$ cat config.mk
export PLATFORM = sky130hd
export DESIGN_NAME = ahp_supervisor
export DESIGN_NICKNAME = d
export VERILOG_FILES = /design/src/hdl/ahp_pkg.sv /design/src/hdl/ahp_supervisor.sv
export SDC_FILE = /design/constraint.sdc
export NUM_CORES = 1
export LEC_CHECK = 0
export ABC_AREA = 1
export BUFFER_PORTS_ARGS = -buffer_cell sky130_fd_sc_hd__clkbuf_2
export CAP_MARGIN = 20
export CORE_MARGIN = 5
export CORE_UTILIZATION = 60
export CTS_CLUSTER_DIAMETER = 100
export DETAILED_ROUTE_END_ITERATION = 10
export PLACE_DENSITY_LB_ADDON = 0.1
export SKIP_LAST_GASP = 1
export SLEW_MARGIN = 10
export SYNTH_ARGS = -nofsm -noshare
export SYNTH_HDL_FRONTEND = slang
export SYNTH_SLANG_ARGS = --single-unit
export TNS_END_PERCENT = 20
$ cat constraint.sdc
create_clock -name core_clk_i -period 2.65 [get_ports core_clk_i]
set_input_delay 0.53 -clock core_clk_i [delete_from_list [all_inputs] [get_ports core_clk_i]]
set_output_delay 0.53 -clock core_clk_i [all_outputs]
set_load 0.1 [all_outputs]
$ cat src/hdl/ahp_pkg.sv
// ---------------------------------------------------------------------------
// Package for the host power and reset supervisor.
// ---------------------------------------------------------------------------
// Holds register offsets, field positions, reset values and timing counts.
// Assumes a 20 MHz core clock and an APB register master.
//
// Summary of operation
// - Pins float idle, driven only during pulse.
// - Auto bit picks active level for both pins.
// - Invert bits make reset/power pulses drive high when the auto bit is clear.
// - Confirm held 4 s, host up: 1 s reset.
// - After key reset, ignore commands until restart.
// - Confirm 0.25 s, host down: power pulse, restart.
// - Cancel 4 s: power pulse, extend up to 5 s.
// - Blank display while host sense low, if enabled.
// - Stay active; sense rise restarts like power-up.
// - Config command: mask, pulse length, sense selector.
// - Selector 0 pin sense, 1 supply sense default.
// - Watchdog timeout zero disables the watchdog.
// - Expiry: one reset pulse, watchdog then inactive.
// - Watchdog starts disabled after power-up.
// - Readback: mask, counter, selector, zero reserved.
// - Readback also returns contrast and backlight bytes.
// - Store command saves mask, pulse length and selector as boot.
// ---------------------------------------------------------------------------
package ahp_pkg;
    localparam int unsigned CLK_PERIOD_NS = 50;
    localparam int unsigned TICK_NS       = 31250000;
    localparam int unsigned TICK_CYCLES   = TICK_NS / CLK_PERIOD_NS;
    localparam logic [8:0]  HOLD_LONG_T   = 9'h080;
    localparam logic [8:0]  HOLD_SHORT_T  = 9'h008;
    localparam logic [8:0]  ONE_SEC_T     = 9'h020;
    localparam logic [8:0]  EXTEND_T      = 9'h0A0;
    localparam logic [7:0]  ADDR_CFG      = 8'h00;
    localparam logic [7:0]  ADDR_WDOG     = 8'h04;
    localparam logic [7:0]  ADDR_STORE    = 8'h08;
    localparam logic [7:0]  ADDR_DISP     = 8'h0C;
    localparam logic [7:0]  ADDR_RB_IDX   = 8'h10;
    localparam logic [7:0]  ADDR_RB_DATA  = 8'h14;
    localparam logic [7:0]  ADDR_STATUS   = 8'h18;
    localparam int unsigned BIT_AUTO      = 0;
    localparam int unsigned BIT_RST_INV   = 1;
    localparam int unsigned BIT_PWR_INV   = 2;
    localparam int unsigned BIT_BLANK     = 4;
    localparam int unsigned BIT_KEY_RST   = 5;
    localparam int unsigned BIT_KEY_PON   = 6;
    localparam int unsigned BIT_KEY_POFF  = 7;
    localparam logic [7:0]  RST_MASK      = 8'h00;
    localparam logic [7:0]  RST_PLEN      = 8'h20;
    localparam logic        RST_SENSE     = 1'b1;
    localparam logic [31:0] RST_DISP      = 32'h64641064;
    localparam logic [3:0]  RB_LAST       = 4'hE;
    typedef enum logic [2:0] {
        ST_IDLE    = 3'b000,
        ST_KEY_RST = 3'b001,
        ST_PWR_ON  = 3'b010,
        ST_PWR_OFF = 3'b011,
        ST_WD_RST  = 3'b100,
        ST_RESTART = 3'b101
    } ahp_state_t;
endpackage

$ cat src/hdl/ahp_supervisor.sv
// ---------------------------------------------------------------------------
// Host power and reset supervisor with APB register access.
// ---------------------------------------------------------------------------
// Assumes external pull resistors on the two switch pins and raw keys.
`timescale 1ns/1ps
module ahp_supervisor import ahp_pkg::*; #(
    parameter int unsigned TICK_LEN = TICK_CYCLES
) (
    input  wire logic        core_clk_i,
    input  wire logic        rst_n_i,
    input  wire logic        psel_i,
    input  wire logic        penable_i,
    input  wire logic        pwrite_i,
    input  wire logic [7:0]  paddr_i,
    input  wire logic [31:0] pwdata_i,
    output logic [31:0]      prdata_o,
    output logic             pready_o,
    output logic             pslverr_o,
    input  wire logic        key_confirm_i,
    input  wire logic        key_cancel_i,
    input  wire logic        sense_pin_i,
    input  wire logic        sense_supply_i,
    input  wire logic        rst_pin_i,
    input  wire logic        pwr_pin_i,
    output logic             rst_pin_o,
    output logic             rst_pin_oe_n_o,
    output logic             pwr_pin_o,
    output logic             pwr_pin_oe_n_o,
    output logic             blank_when_host_down_o,
    output logic [1:0]       msg_o,
    output logic             restart_o
);
    if (TICK_LEN < 2 || TICK_LEN > 32'h000FFFFF) begin : g_bad_tick
        $error("TICK_LEN must be from 2 to the tick counter range");
    end

    // -----------------------------------------------------------------------
    // Input synchronisers.
    // -----------------------------------------------------------------------
    logic [5:0] raw_in;
    logic [5:0] s1_ff;
    logic [5:0] s2_ff;
    logic [5:0] s3_ff;
    logic [5:0] in_ff;
    assign raw_in = {pwr_pin_i, rst_pin_i, sense_supply_i, sense_pin_i,
                     key_cancel_i, key_confirm_i};
    for (genvar g = 0; g < 6; g++) begin : g_sync
        always_ff @(posedge core_clk_i) begin
            s1_ff[g] <= raw_in[g];
            s2_ff[g] <= s1_ff[g];
            s3_ff[g] <= s2_ff[g];
            // The filter follows the pin in reset, so release shows no edge.
            if (!rst_n_i) begin
                in_ff[g] <= s3_ff[g];
            end else if (s2_ff[g] == s3_ff[g]) begin
                in_ff[g] <= s3_ff[g];
            end
        end
    end

    // -----------------------------------------------------------------------
    // Registers and state.
    // -----------------------------------------------------------------------
    ahp_state_t  state_ff;
    logic [7:0]  mask_ff;
    logic [7:0]  plen_ff;
    logic        ssel_ff;
    logic [7:0]  boot_mask_ff;
    logic [7:0]  boot_plen_ff;
    logic        boot_ssel_ff;
    logic [31:0] disp_ff;
    logic [3:0]  rb_idx_ff;
    logic [7:0]  wd_cnt_ff;
    logic        wd_en_ff;
    logic        wd_pend_ff;
    logic [4:0]  sec_div_ff;
    logic [19:0] tick_cnt_ff;
    logic        tick;
    logic [8:0]  hold_ok_ff;
    logic [8:0]  hold_cn_ff;
    logic [8:0]  pulse_cnt_ff;
    logic        sense_q_ff;
    logic        rst_idle_ff;
    logic        pwr_idle_ff;
    logic        sense;
    logic        busy;
    logic [8:0]  plen_t;
    logic        wr_en;
    logic        sec_tick;
    logic        wd_fire;

    assign sense  = ssel_ff ? in_ff[3] : in_ff[2];
    assign busy   = (state_ff == ST_KEY_RST) || (state_ff == ST_RESTART);
    assign wr_en  = psel_i && penable_i && pwrite_i && !busy;
    assign plen_t = (plen_ff == 8'h00) ? ONE_SEC_T : {1'b0, plen_ff};
    assign tick   = (tick_cnt_ff == 20'(TICK_LEN - 1));
    assign sec_tick = tick && (sec_div_ff == 5'h1F);
    // A feed or a restart in the expiry cycle wins over the expiry.
    assign wd_fire  = wd_en_ff && sec_tick && (wd_cnt_ff == 8'h01) &&
                      !(wr_en && paddr_i == ADDR_WDOG) &&
                      (state_ff != ST_RESTART);

    function automatic logic act_level(input logic auto_on,
                                       input logic inv,
                                       input logic idle_lvl);
        act_level = auto_on ? !idle_lvl : inv;
    endfunction

    // -----------------------------------------------------------------------
    // Tick divider, 1/32 second.
    // -----------------------------------------------------------------------
    always_ff @(posedge core_clk_i) begin
        if (!rst_n_i || tick) begin
            tick_cnt_ff <= 20'h00000;
        end else begin
            tick_cnt_ff <= tick_cnt_ff + 20'h00001;
        end
    end

    // Hold counters run only while the key stays down.
    always_ff @(posedge core_clk_i) begin
        if (!rst_n_i || !in_ff[0]) begin
            hold_ok_ff <= 9'h000;
        end else if (tick && hold_ok_ff != 9'h1FF) begin
            hold_ok_ff <= hold_ok_ff + 9'h001;
        end
        if (!rst_n_i || !in_ff[1]) begin
            hold_cn_ff <= 9'h000;
        end else if (tick && hold_cn_ff != 9'h1FF) begin
            hold_cn_ff <= hold_cn_ff + 9'h001;
        end
    end

    // -----------------------------------------------------------------------
    // Configuration, boot copy and display settings.
    // -----------------------------------------------------------------------
    always_ff @(posedge core_clk_i) begin
        if (!rst_n_i) begin
            mask_ff      <= RST_MASK;
            plen_ff      <= RST_PLEN;
            ssel_ff      <= RST_SENSE;
            boot_mask_ff <= RST_MASK;
            boot_plen_ff <= RST_PLEN;
            boot_ssel_ff <= RST_SENSE;
            disp_ff      <= RST_DISP;
            rb_idx_ff    <= 4'h0;
        end else if (state_ff == ST_RESTART) begin
            mask_ff <= boot_mask_ff;
            plen_ff <= boot_plen_ff;
            ssel_ff <= boot_ssel_ff;
        end else if (wr_en) begin
            if (paddr_i == ADDR_CFG && pwdata_i[25:24] != 2'b00) begin
                mask_ff <= pwdata_i[7:0];
                if (pwdata_i[25:24] >= 2'd2) begin
                    plen_ff <= pwdata_i[15:8];
                end
                if (pwdata_i[25:24] == 2'd3) begin
                    ssel_ff <= pwdata_i[16];
                end
            end
            if (paddr_i == ADDR_STORE && pwdata_i[0]) begin
                boot_mask_ff <= mask_ff;
                boot_plen_ff <= plen_ff;
                boot_ssel_ff <= ssel_ff;
            end
            if (paddr_i == ADDR_DISP) begin
                disp_ff <= pwdata_i;
            end
            if (paddr_i == ADDR_RB_IDX) begin
                rb_idx_ff <= pwdata_i[3:0];
            end
        end
    end

    // -----------------------------------------------------------------------
    // Host watchdog, counted in whole seconds.
    // -----------------------------------------------------------------------
    always_ff @(posedge core_clk_i) begin
        if (!rst_n_i || state_ff == ST_RESTART) begin
            wd_en_ff   <= 1'b0;
            wd_cnt_ff  <= 8'h00;
            sec_div_ff <= 5'h00;
        end else if (wr_en && paddr_i == ADDR_WDOG) begin
            wd_cnt_ff  <= pwdata_i[7:0];
            wd_en_ff   <= (pwdata_i[7:0] != 8'h00);
            sec_div_ff <= 5'h00;
        end else if (wd_en_ff && tick) begin
            sec_div_ff <= sec_div_ff + 5'h01;
            if (sec_tick) begin
                wd_cnt_ff <= wd_cnt_ff - 8'h01;
                if (wd_cnt_ff == 8'h01) begin
                    wd_en_ff <= 1'b0;
                end
            end
        end
    end

    // The expiry waits here through a power-off pulse; a restart clears it.
    always_ff @(posedge core_clk_i) begin
        if (!rst_n_i || state_ff == ST_RESTART) begin
            wd_pend_ff <= 1'b0;
        end else if (wd_fire) begin
            wd_pend_ff <= 1'b1;
        end else if (state_ff == ST_WD_RST) begin
            wd_pend_ff <= 1'b0;
        end
    end

    // -----------------------------------------------------------------------
    // Sequencer.
    // -----------------------------------------------------------------------
    always_ff @(posedge core_clk_i) begin
        if (!rst_n_i) begin
            state_ff     <= ST_IDLE;
            pulse_cnt_ff <= 9'h000;
            sense_q_ff   <= sense;
        end else begin
            sense_q_ff <= sense;
            if (tick) begin
                pulse_cnt_ff <= pulse_cnt_ff + 9'h001;
            end
            case (state_ff)
                ST_IDLE: begin
                    pulse_cnt_ff <= 9'h000;
                    if (wd_pend_ff) begin
                        state_ff <= ST_WD_RST;
                    end else if (mask_ff[BIT_KEY_RST] && sense &&
                                 hold_ok_ff >= HOLD_LONG_T) begin
                        state_ff <= ST_KEY_RST;
                    end else if (mask_ff[BIT_KEY_POFF] && sense &&
                                 hold_cn_ff >= HOLD_LONG_T) begin
                        state_ff <= ST_PWR_OFF;
                    end else if (mask_ff[BIT_KEY_PON] && !sense &&
                                 hold_ok_ff >= HOLD_SHORT_T) begin
                        state_ff <= ST_PWR_ON;
                    end else if (sense && !sense_q_ff) begin
                        state_ff <= ST_RESTART;
                    end
                end
                ST_KEY_RST: begin
                    if (pulse_cnt_ff >= ONE_SEC_T) begin
                        state_ff <= ST_RESTART;
                    end
                end
                ST_PWR_ON: begin
                    if (pulse_cnt_ff >= plen_t) begin
                        state_ff <= ST_RESTART;
                    end
                end
                ST_PWR_OFF: begin
                    if (pulse_cnt_ff >= plen_t && (!in_ff[1] ||
                        pulse_cnt_ff >= plen_t + EXTEND_T)) begin
                        state_ff <= ST_IDLE;
                    end
                end
                ST_WD_RST: begin
                    if (pulse_cnt_ff >= ONE_SEC_T) begin
                        state_ff <= ST_IDLE;
                    end
                end
                ST_RESTART: begin
                    state_ff <= ST_IDLE;
                end
                default: begin
                    state_ff <= ST_IDLE;
                end
            endcase
        end
    end

    // -----------------------------------------------------------------------
    // Pin drivers; the idle level is learnt only while the pin floats.
    // -----------------------------------------------------------------------
    always_ff @(posedge core_clk_i) begin
        if (!rst_n_i) begin
            rst_idle_ff    <= 1'b1;
            pwr_idle_ff    <= 1'b1;
            rst_pin_o      <= 1'b0;
            rst_pin_oe_n_o <= 1'b1;
            pwr_pin_o      <= 1'b0;
            pwr_pin_oe_n_o <= 1'b1;
        end else begin
            if (rst_pin_oe_n_o) begin
                rst_idle_ff <= in_ff[4];
            end
            if (pwr_pin_oe_n_o) begin
                pwr_idle_ff <= in_ff[5];
            end
            rst_pin_oe_n_o <= !(state_ff == ST_KEY_RST ||
                                state_ff == ST_WD_RST);
            pwr_pin_oe_n_o <= !(state_ff == ST_PWR_ON ||
                                state_ff == ST_PWR_OFF);
            rst_pin_o <= act_level(mask_ff[BIT_AUTO],
                                   mask_ff[BIT_RST_INV], rst_idle_ff);
            pwr_pin_o <= act_level(mask_ff[BIT_AUTO],
                                   mask_ff[BIT_PWR_INV], pwr_idle_ff);
        end
    end

    // -----------------------------------------------------------------------
    // Display side outputs.
    // -----------------------------------------------------------------------
    always_ff @(posedge core_clk_i) begin
        if (!rst_n_i) begin
            blank_when_host_down_o <= 1'b0;
            msg_o                  <= 2'b00;
            restart_o              <= 1'b0;
        end else begin
            blank_when_host_down_o <= mask_ff[BIT_BLANK] && !sense;
            restart_o <= (state_ff == ST_RESTART);
            case (state_ff)
                ST_KEY_RST: msg_o <= 2'b01;
                ST_PWR_ON:  msg_o <= 2'b10;
                ST_PWR_OFF: msg_o <= 2'b11;
                default:    msg_o <= 2'b00;
            endcase
        end
    end

    // -----------------------------------------------------------------------
    // APB read path, captured in the setup cycle.
    // -----------------------------------------------------------------------
    logic [7:0] rb_byte;
    always_comb begin
        case (rb_idx_ff)
            4'h7:    rb_byte = mask_ff;
            4'h8:    rb_byte = wd_cnt_ff;
            4'h9:    rb_byte = disp_ff[7:0];
            4'hA:    rb_byte = disp_ff[15:8];
            4'hB:    rb_byte = {7'h00, ssel_ff};
            4'hD:    rb_byte = disp_ff[23:16];
            4'hE:    rb_byte = disp_ff[31:24];
            default: rb_byte = 8'h00;
        endcase
    end

    assign pready_o = 1'b1;
    always_ff @(posedge core_clk_i) begin
        if (!rst_n_i) begin
            prdata_o  <= 32'h00000000;
            pslverr_o <= 1'b0;
        end else if (psel_i && !penable_i) begin
            pslverr_o <= (paddr_i > ADDR_STATUS) || (paddr_i[1:0] != 2'b00);
            case (paddr_i)
                ADDR_CFG:     prdata_o <= {15'h0000, ssel_ff, plen_ff, mask_ff};
                ADDR_WDOG:    prdata_o <= {24'h000000, wd_cnt_ff};
                ADDR_DISP:    prdata_o <= disp_ff;
                ADDR_RB_IDX:  prdata_o <= {28'h0000000, rb_idx_ff};
                ADDR_RB_DATA: prdata_o <= {24'h000000, rb_byte};
                ADDR_STATUS:  prdata_o <= {21'h000000, msg_o, state_ff,
                                           !pwr_pin_oe_n_o, !rst_pin_oe_n_o,
                                           busy, blank_when_host_down_o,
                                           sense};
                default:      prdata_o <= 32'h00000000;
            endcase
        end
    end

    // -----------------------------------------------------------------------
    // Assertions.
    // -----------------------------------------------------------------------
    AST_RST_FLOAT_IDLE: assert property (@(posedge core_clk_i)
        disable iff (!rst_n_i) state_ff == ST_IDLE |=> rst_pin_oe_n_o)
        else $error("Reset pin driven while idle.");
    AST_AUTO_LEVEL: assert property (@(posedge core_clk_i)
        disable iff (!rst_n_i) !rst_pin_oe_n_o && $stable(mask_ff) &&
        mask_ff[BIT_AUTO] |-> rst_pin_o == !rst_idle_ff)
        else $error("Auto level not inverse of idle level.");
    AST_PWR_INVERT: assert property (@(posedge core_clk_i)
        disable iff (!rst_n_i) !pwr_pin_oe_n_o && $stable(mask_ff) &&
        !mask_ff[BIT_AUTO] |-> pwr_pin_o == mask_ff[BIT_PWR_INV])
        else $error("Power pin level ignores invert bit.");
    AST_KEY_RST_START: assert property (@(posedge core_clk_i)
        disable iff (!rst_n_i) state_ff == ST_IDLE && !wd_pend_ff &&
        mask_ff[BIT_KEY_RST] && sense && hold_ok_ff >= HOLD_LONG_T
        |=> state_ff == ST_KEY_RST ##1 !rst_pin_oe_n_o)
        else $error("Key reset did not start.");
    AST_BUSY_IGNORE: assert property (@(posedge core_clk_i)
        disable iff (!rst_n_i) busy && state_ff != ST_RESTART
        |=> $stable(mask_ff) && $stable(plen_ff) && $stable(disp_ff) &&
        $stable(rb_idx_ff))
        else $error("Command taken while busy.");
    AST_BLANK: assert property (@(posedge core_clk_i)
        disable iff (!rst_n_i) mask_ff[BIT_BLANK] && !sense &&
        $stable(sense) && $stable(mask_ff)
        |=> blank_when_host_down_o)
        else $error("Display not blanked with host down.");
    AST_WD_ZERO_OFF: assert property (@(posedge core_clk_i)
        disable iff (!rst_n_i) wr_en && paddr_i == ADDR_WDOG &&
        pwdata_i[7:0] == 8'h00 |=> !wd_en_ff)
        else $error("Zero timeout left watchdog running.");
    AST_WD_FIRE: assert property (@(posedge core_clk_i)
        disable iff (!rst_n_i) wd_fire
        |=> !wd_en_ff && wd_cnt_ff == 8'h00 && wd_pend_ff)
        else $error("Watchdog expiry not handled.");
    AST_WD_RESTART: assert property (@(posedge core_clk_i)
        disable iff (!rst_n_i) state_ff == ST_RESTART |=> !wd_en_ff)
        else $error("Watchdog survived restart.");
    AST_PULSE_LEN: assert property (@(posedge core_clk_i)
        disable iff (!rst_n_i) state_ff == ST_PWR_ON &&
        pulse_cnt_ff >= plen_t |=> state_ff == ST_RESTART)
        else $error("Power-on pulse did not end in restart.");
endmodule // ahp_supervisor

==> metrics.log <==
[metrics] critical path capture point type: register
[metrics] LEAKAGE: 4.74 nW
[metrics] post-route fraction of the period consumed by the critical path: 86.8%
[metrics] CTS H-Tree Depth: 1
[metrics] router iterations before antenna repair: 7
[metrics] via count: 9446
[metrics] most common cell in the synthesized netlist: sky130_fd_sc_hd__nand2_1
[metrics] quantity of gates resized following cts: 0
[metrics] post-synth top area cell: sky130_fd_sc_hd__dfxtp_1
[metrics] initial antenna violation count: 1
[metrics] Switching Share: 28.0%
[metrics] Peak supply drop: 0.633 mV
[metrics] Routed Wire Length: 26700 µm
[metrics] Power per Cell Area: 681 mW/mm²
[metrics] actual slew at the worst max-slew pin: 0.687 ns
[metrics] outcome: finished, final reports clean
[metrics] global-route wire length before repair: roughly 43000 µm
[metrics] num ports: 93
[metrics] Die W: 138 µm
[metrics] Worst Path Arrival: 2.71 ns
[metrics] average size of a mapped cell: about 7.2 µm²
[metrics] cells taking the most area after synthesis: sky130_fd_sc_hd__dfxtp_1 (40%), sky130_fd_sc_hd__nand2_1 (13%), sky130_fd_sc_hd__nand3_1 (5.6%)
[metrics] Worst R2R Path Depth: 18
[metrics] placeable core region: 0.0159 mm²
[metrics] Max Buffers Root-to-Sink: 3
[metrics] # DRC: 0
[metrics] net switching component of the power: 2.14 mW
[metrics] max-cap violations: 0
[metrics] Routed wire per std cell: approximately 16 µm
[metrics] Final #Nets: 1528
[metrics] final setup TNS: 0 ns
[metrics] clock buffer count from CTS: 22
[metrics] final count of negative-setup-slack endpoints: 0
[metrics] number of cells on the worst hold path: 1
[metrics] capture instance of the worst register-to-register path: state_ff[1]$_SDFFE_PN0P_
[metrics] startpoint type of the worst setup path: register
[metrics] Clock Skew: between 0.015 and 0.02 ns
[metrics] height of the chip: 138 µm
[metrics] antenna fix cells: 0
[metrics] min cycle time layout: between 2 and 2.5 ns
[metrics] max-slew violation total from the final report: 0
[metrics] clock slew at the register clock pins of the worst setup and hold paths: 0.06 ns
[metrics] register bit total from synthesis: 203
[metrics] count of flip-flops with a built-in enable after synthesis: 6
[metrics] post-CTS setup buffers: 0
[metrics] largest net degree at the start of global routing: 35
[metrics] most common library cells after synthesis: sky130_fd_sc_hd__nand2_1 (339), sky130_fd_sc_hd__dfxtp_1 (197), sky130_fd_sc_hd__nor2_1 (140)
[metrics] Data required, critical path: between 3 and 4 ns
[metrics] via density per instance: 5.61
[metrics] CP Max Fanout: 5
[metrics] Crit. Startpoint: plen_ff[0]$_SDFFE_PN0P_
[metrics] final non-filler cell area: 0.0112 mm²
[metrics] via count of the first global-routing pass: about 8600
[metrics] fraction of final layout cells sized beyond drive strength 1: 14.2%
[metrics] buffers added on ports: slightly above 90
[metrics] cell area after technology mapping: slightly below 0.01 mm²
[metrics] Total GRT Usage: ~28%
[metrics] Final Wtd Congestion: about 1
[metrics] Clock Root Buffer: sky130_fd_sc_hd__clkbuf_16
[metrics] Antenna Violating Nets Remaining: 0
[metrics] clock insertion delay at the later pin of the skew report: approximately 0.52 ns
[metrics] class of the worst hold path: in2reg
[metrics] placed wire-length estimate: 19500 µm
[metrics] part of the total power dissipated in the clock network: a little over two fifths
[metrics] Mapped Cells: 1364
[metrics] post-detailed-placement cell area: 0.0104 mm²
[metrics] main flop type after synthesis: sky130_fd_sc_hd__dfxtp_1
[metrics] proportion of synthesized flip-flops having asynchronous set or reset: 0%
[metrics] Yosys top cell area share: approximately two fifths
[metrics] distinct cell type count of the synthesized netlist: 49
[metrics] starting utilization of the core area: 61.5%
[metrics] reg2reg start: plen_ff[0]$_SDFFE_PN0P_
[metrics] worst-case register-to-register setup slack: ~0.35 ns
[metrics] share of total power in sequential cells: 43.3%
[metrics] number of warnings issued by yosys: 0
[metrics] Worst Setup Path Type: reg2reg
[metrics] clock tree from TritonCTS: yes
[metrics] GR Overflow Total: 0
[metrics] unrepaired setup endpoints after global routing: no
[metrics] overall die area: 0.0190 mm²
[metrics] area added between synthesis and finish: 14.6%
[metrics] number of rows in the core area: 46
[metrics] TritonCTS Sinks: 203
[metrics] capturing element of the worst setup path: state_ff[1]$_SDFFE_PN0P_
[metrics] peak clock frequency supported by timing: between 400 and 500 MHz
[metrics] remaining max-slew budget at the tightest pin: 54.1%
[metrics] register area share after synthesis: around 42%
[metrics] number of buffers inserted by hold repair at cts: 0
[metrics] Core Util, Final: 70.5%
[metrics] fraction of power consumed by combinational cells: between 10% and 20%
[metrics] P_int: about 5.5 mW
[metrics] Initial DRC Count: 1005
[metrics] net count of the mapped netlist: 1440
[metrics] Hold Vio Cnt, Final: 0
-- power groups by stage --
stage / Clock [mW] / Combinational [mW] / Sequential, mW
2_1_floorplan: 0 / 0.588 / 3.50
4_1_cts: 3.34 / 1.03 / 3.31
3_5_place_dp: 0 / 1.03 / 3.38
5_1_grt: 3.46 / 1.15 / 3.33
3_3_place_gp: 0 / 1.01 / 3.38
6_report: 3.29 / 1.05 / 3.32
-- cells by family after synthesis --
logic type,count (synthesis),synth area share [%]
XOR/XNOR,22,1.96
multiplexers,1,0.115
adder cells (fa/ha/maj),25,3.19
other,1,0.0382
AO/OA/AOI/OAI,250,14.3
AND/OR/NAND/NOR,682,30.6
buffers and inverters,180,7.74
flip-flops,203,42.1
-- metrics by stage --
| stage | worst slack (ns) | hold WS [ns] | total power, mW | instances |
|---|---|---|---|---|
| 6_report | 0.350 | 0.113 | 7.65 | 1684 |
| 2_1_floorplan | 0.533 | 0.310 | 4.09 | 1364 |
| 3_3_place_gp | 0.349 | 0.311 | 4.39 | 1644 |
| 3_5_place_dp | 0.294 | 0.315 | 4.40 | 1644 |
| 4_1_cts | 0.279 | 0.101 | 7.68 | 1684 |
| 5_1_grt | 0.00744 | 0.106 | 7.94 | 1684 |
-- area by class of cell --
| type | count | area (µm²) |
|---|---|---|
| Clock inverter | 9 | 163 |
| Timing Repair Buffer | 109 | 616 |
| Sequential cell | 203 | 4120 |
| Clock buffer | 31 | 624 |
| Fill cell | 1386 | 4710 |
| Multi-Input combinational cell | 981 | 4930 |
| Tap cell | 216 | 270 |
| Inverter | 135 | 509 |
-- worst min-delay path by stage --
stage	slack (ns)	end	from
global route	0.11	s1_ff[4]$_DFF_P_	rst_pin_i
finish	0.11	s1_ff[4]$_DFF_P_	rst_pin_i
global placement	0.31	s2_ff[0]$_DFF_P_	s1_ff[0]$_DFF_P_
CTS	0.10	s1_ff[4]$_DFF_P_	rst_pin_i
detailed placement	0.32	s2_ff[3]$_DFF_P_	s1_ff[3]$_DFF_P_
floorplan	0.31	s2_ff[0]$_DFF_P_	s1_ff[0]$_DFF_P_
-- per-layer routing --
layer / part of all wire, % / up-vias / track usage, %
met4: 3.1 / 2 / 8.51
met5: 0.026 / - / 0
met1: 44 / 4327 / 38.8
li1: - / 4683 / -
met2: 45 / 367 / 43.9
met3: 8.2 / 67 / 5.84
-- state kept, by name, summed over array words and instances (netlist names), 8 cells and up --
| name | count |
|---|---|
| boot_mask_ff | 8 |
| disp_ff | 32 |
| mask_ff | 8 |
| hold_ok_ff | 9 |
| pulse_cnt_ff | 9 |
| tick_cnt_ff | 20 |
| wd_cnt_ff | 8 |
| hold_cn_ff | 9 |
| plen_ff | 8 |
| boot_plen_ff | 8 |
| prdata_o | 32 |
-- placed cells by master, fill, tap and decap left out, drive strengths merged, types with 2 or more instances in the layout --
| cell type | synthesis | layout |
|---|---|---|
| a21oi | 109 | 109 |
| or2 | 4 | 4 |
| xor2 | 18 | 18 |
| dfxtp | 197 | 197 |
| nor4 | 5 | 5 |
| o21bai | 2 | 2 |
| buf | 22 | 18 |
| nor3b | 2 | 2 |
| a211oi | 16 | 16 |
| bufinv | 0 | 4 |
| nand4 | 25 | 25 |
| o211ai | 7 | 7 |
| nand3b | 2 | 2 |
| nand2 | 345 | 345 |
| o22ai | 6 | 6 |
| clkbuf | 23 | 122 |
| xnor2 | 4 | 4 |
| edfxtp | 6 | 6 |
| inv | 134 | 134 |
| o221ai | 2 | 2 |
| nor3 | 25 | 25 |
| o21ai | 88 | 88 |
| nor2 | 159 | 159 |
| nand3 | 113 | 113 |
| a31oi | 20 | 20 |
| clkinv | 1 | 5 |
| ha | 25 | 25 |
-- critical path, stage by stage (launching register included) --
cell and delay [ns]:
sky130_fd_sc_hd__dfxtp_1 0.33, sky130_fd_sc_hd__nor4_1 0.28, sky130_fd_sc_hd__nand4_1 0.11, sky130_fd_sc_hd__nand2_1 0.13, sky130_fd_sc_hd__nand2_1 0.08, sky130_fd_sc_hd__nor2_1 0.09
sky130_fd_sc_hd__nor2_1 0.05, sky130_fd_sc_hd__ha_1 0.26, sky130_fd_sc_hd__nand2_1 0.04, sky130_fd_sc_hd__inv_1 0.06, sky130_fd_sc_hd__nand3_1 0.09, sky130_fd_sc_hd__nor2_1 0.11
sky130_fd_sc_hd__nor2_1 0.05, sky130_fd_sc_hd__nand2_1 0.06, sky130_fd_sc_hd__nand2_1 0.06, sky130_fd_sc_hd__nor2_2 0.17, sky130_fd_sc_hd__nand3_1 0.10, sky130_fd_sc_hd__nand2_1 0.07
sky130_fd_sc_hd__nor2_1 0.04
Power figures use the tool's default switching activity.
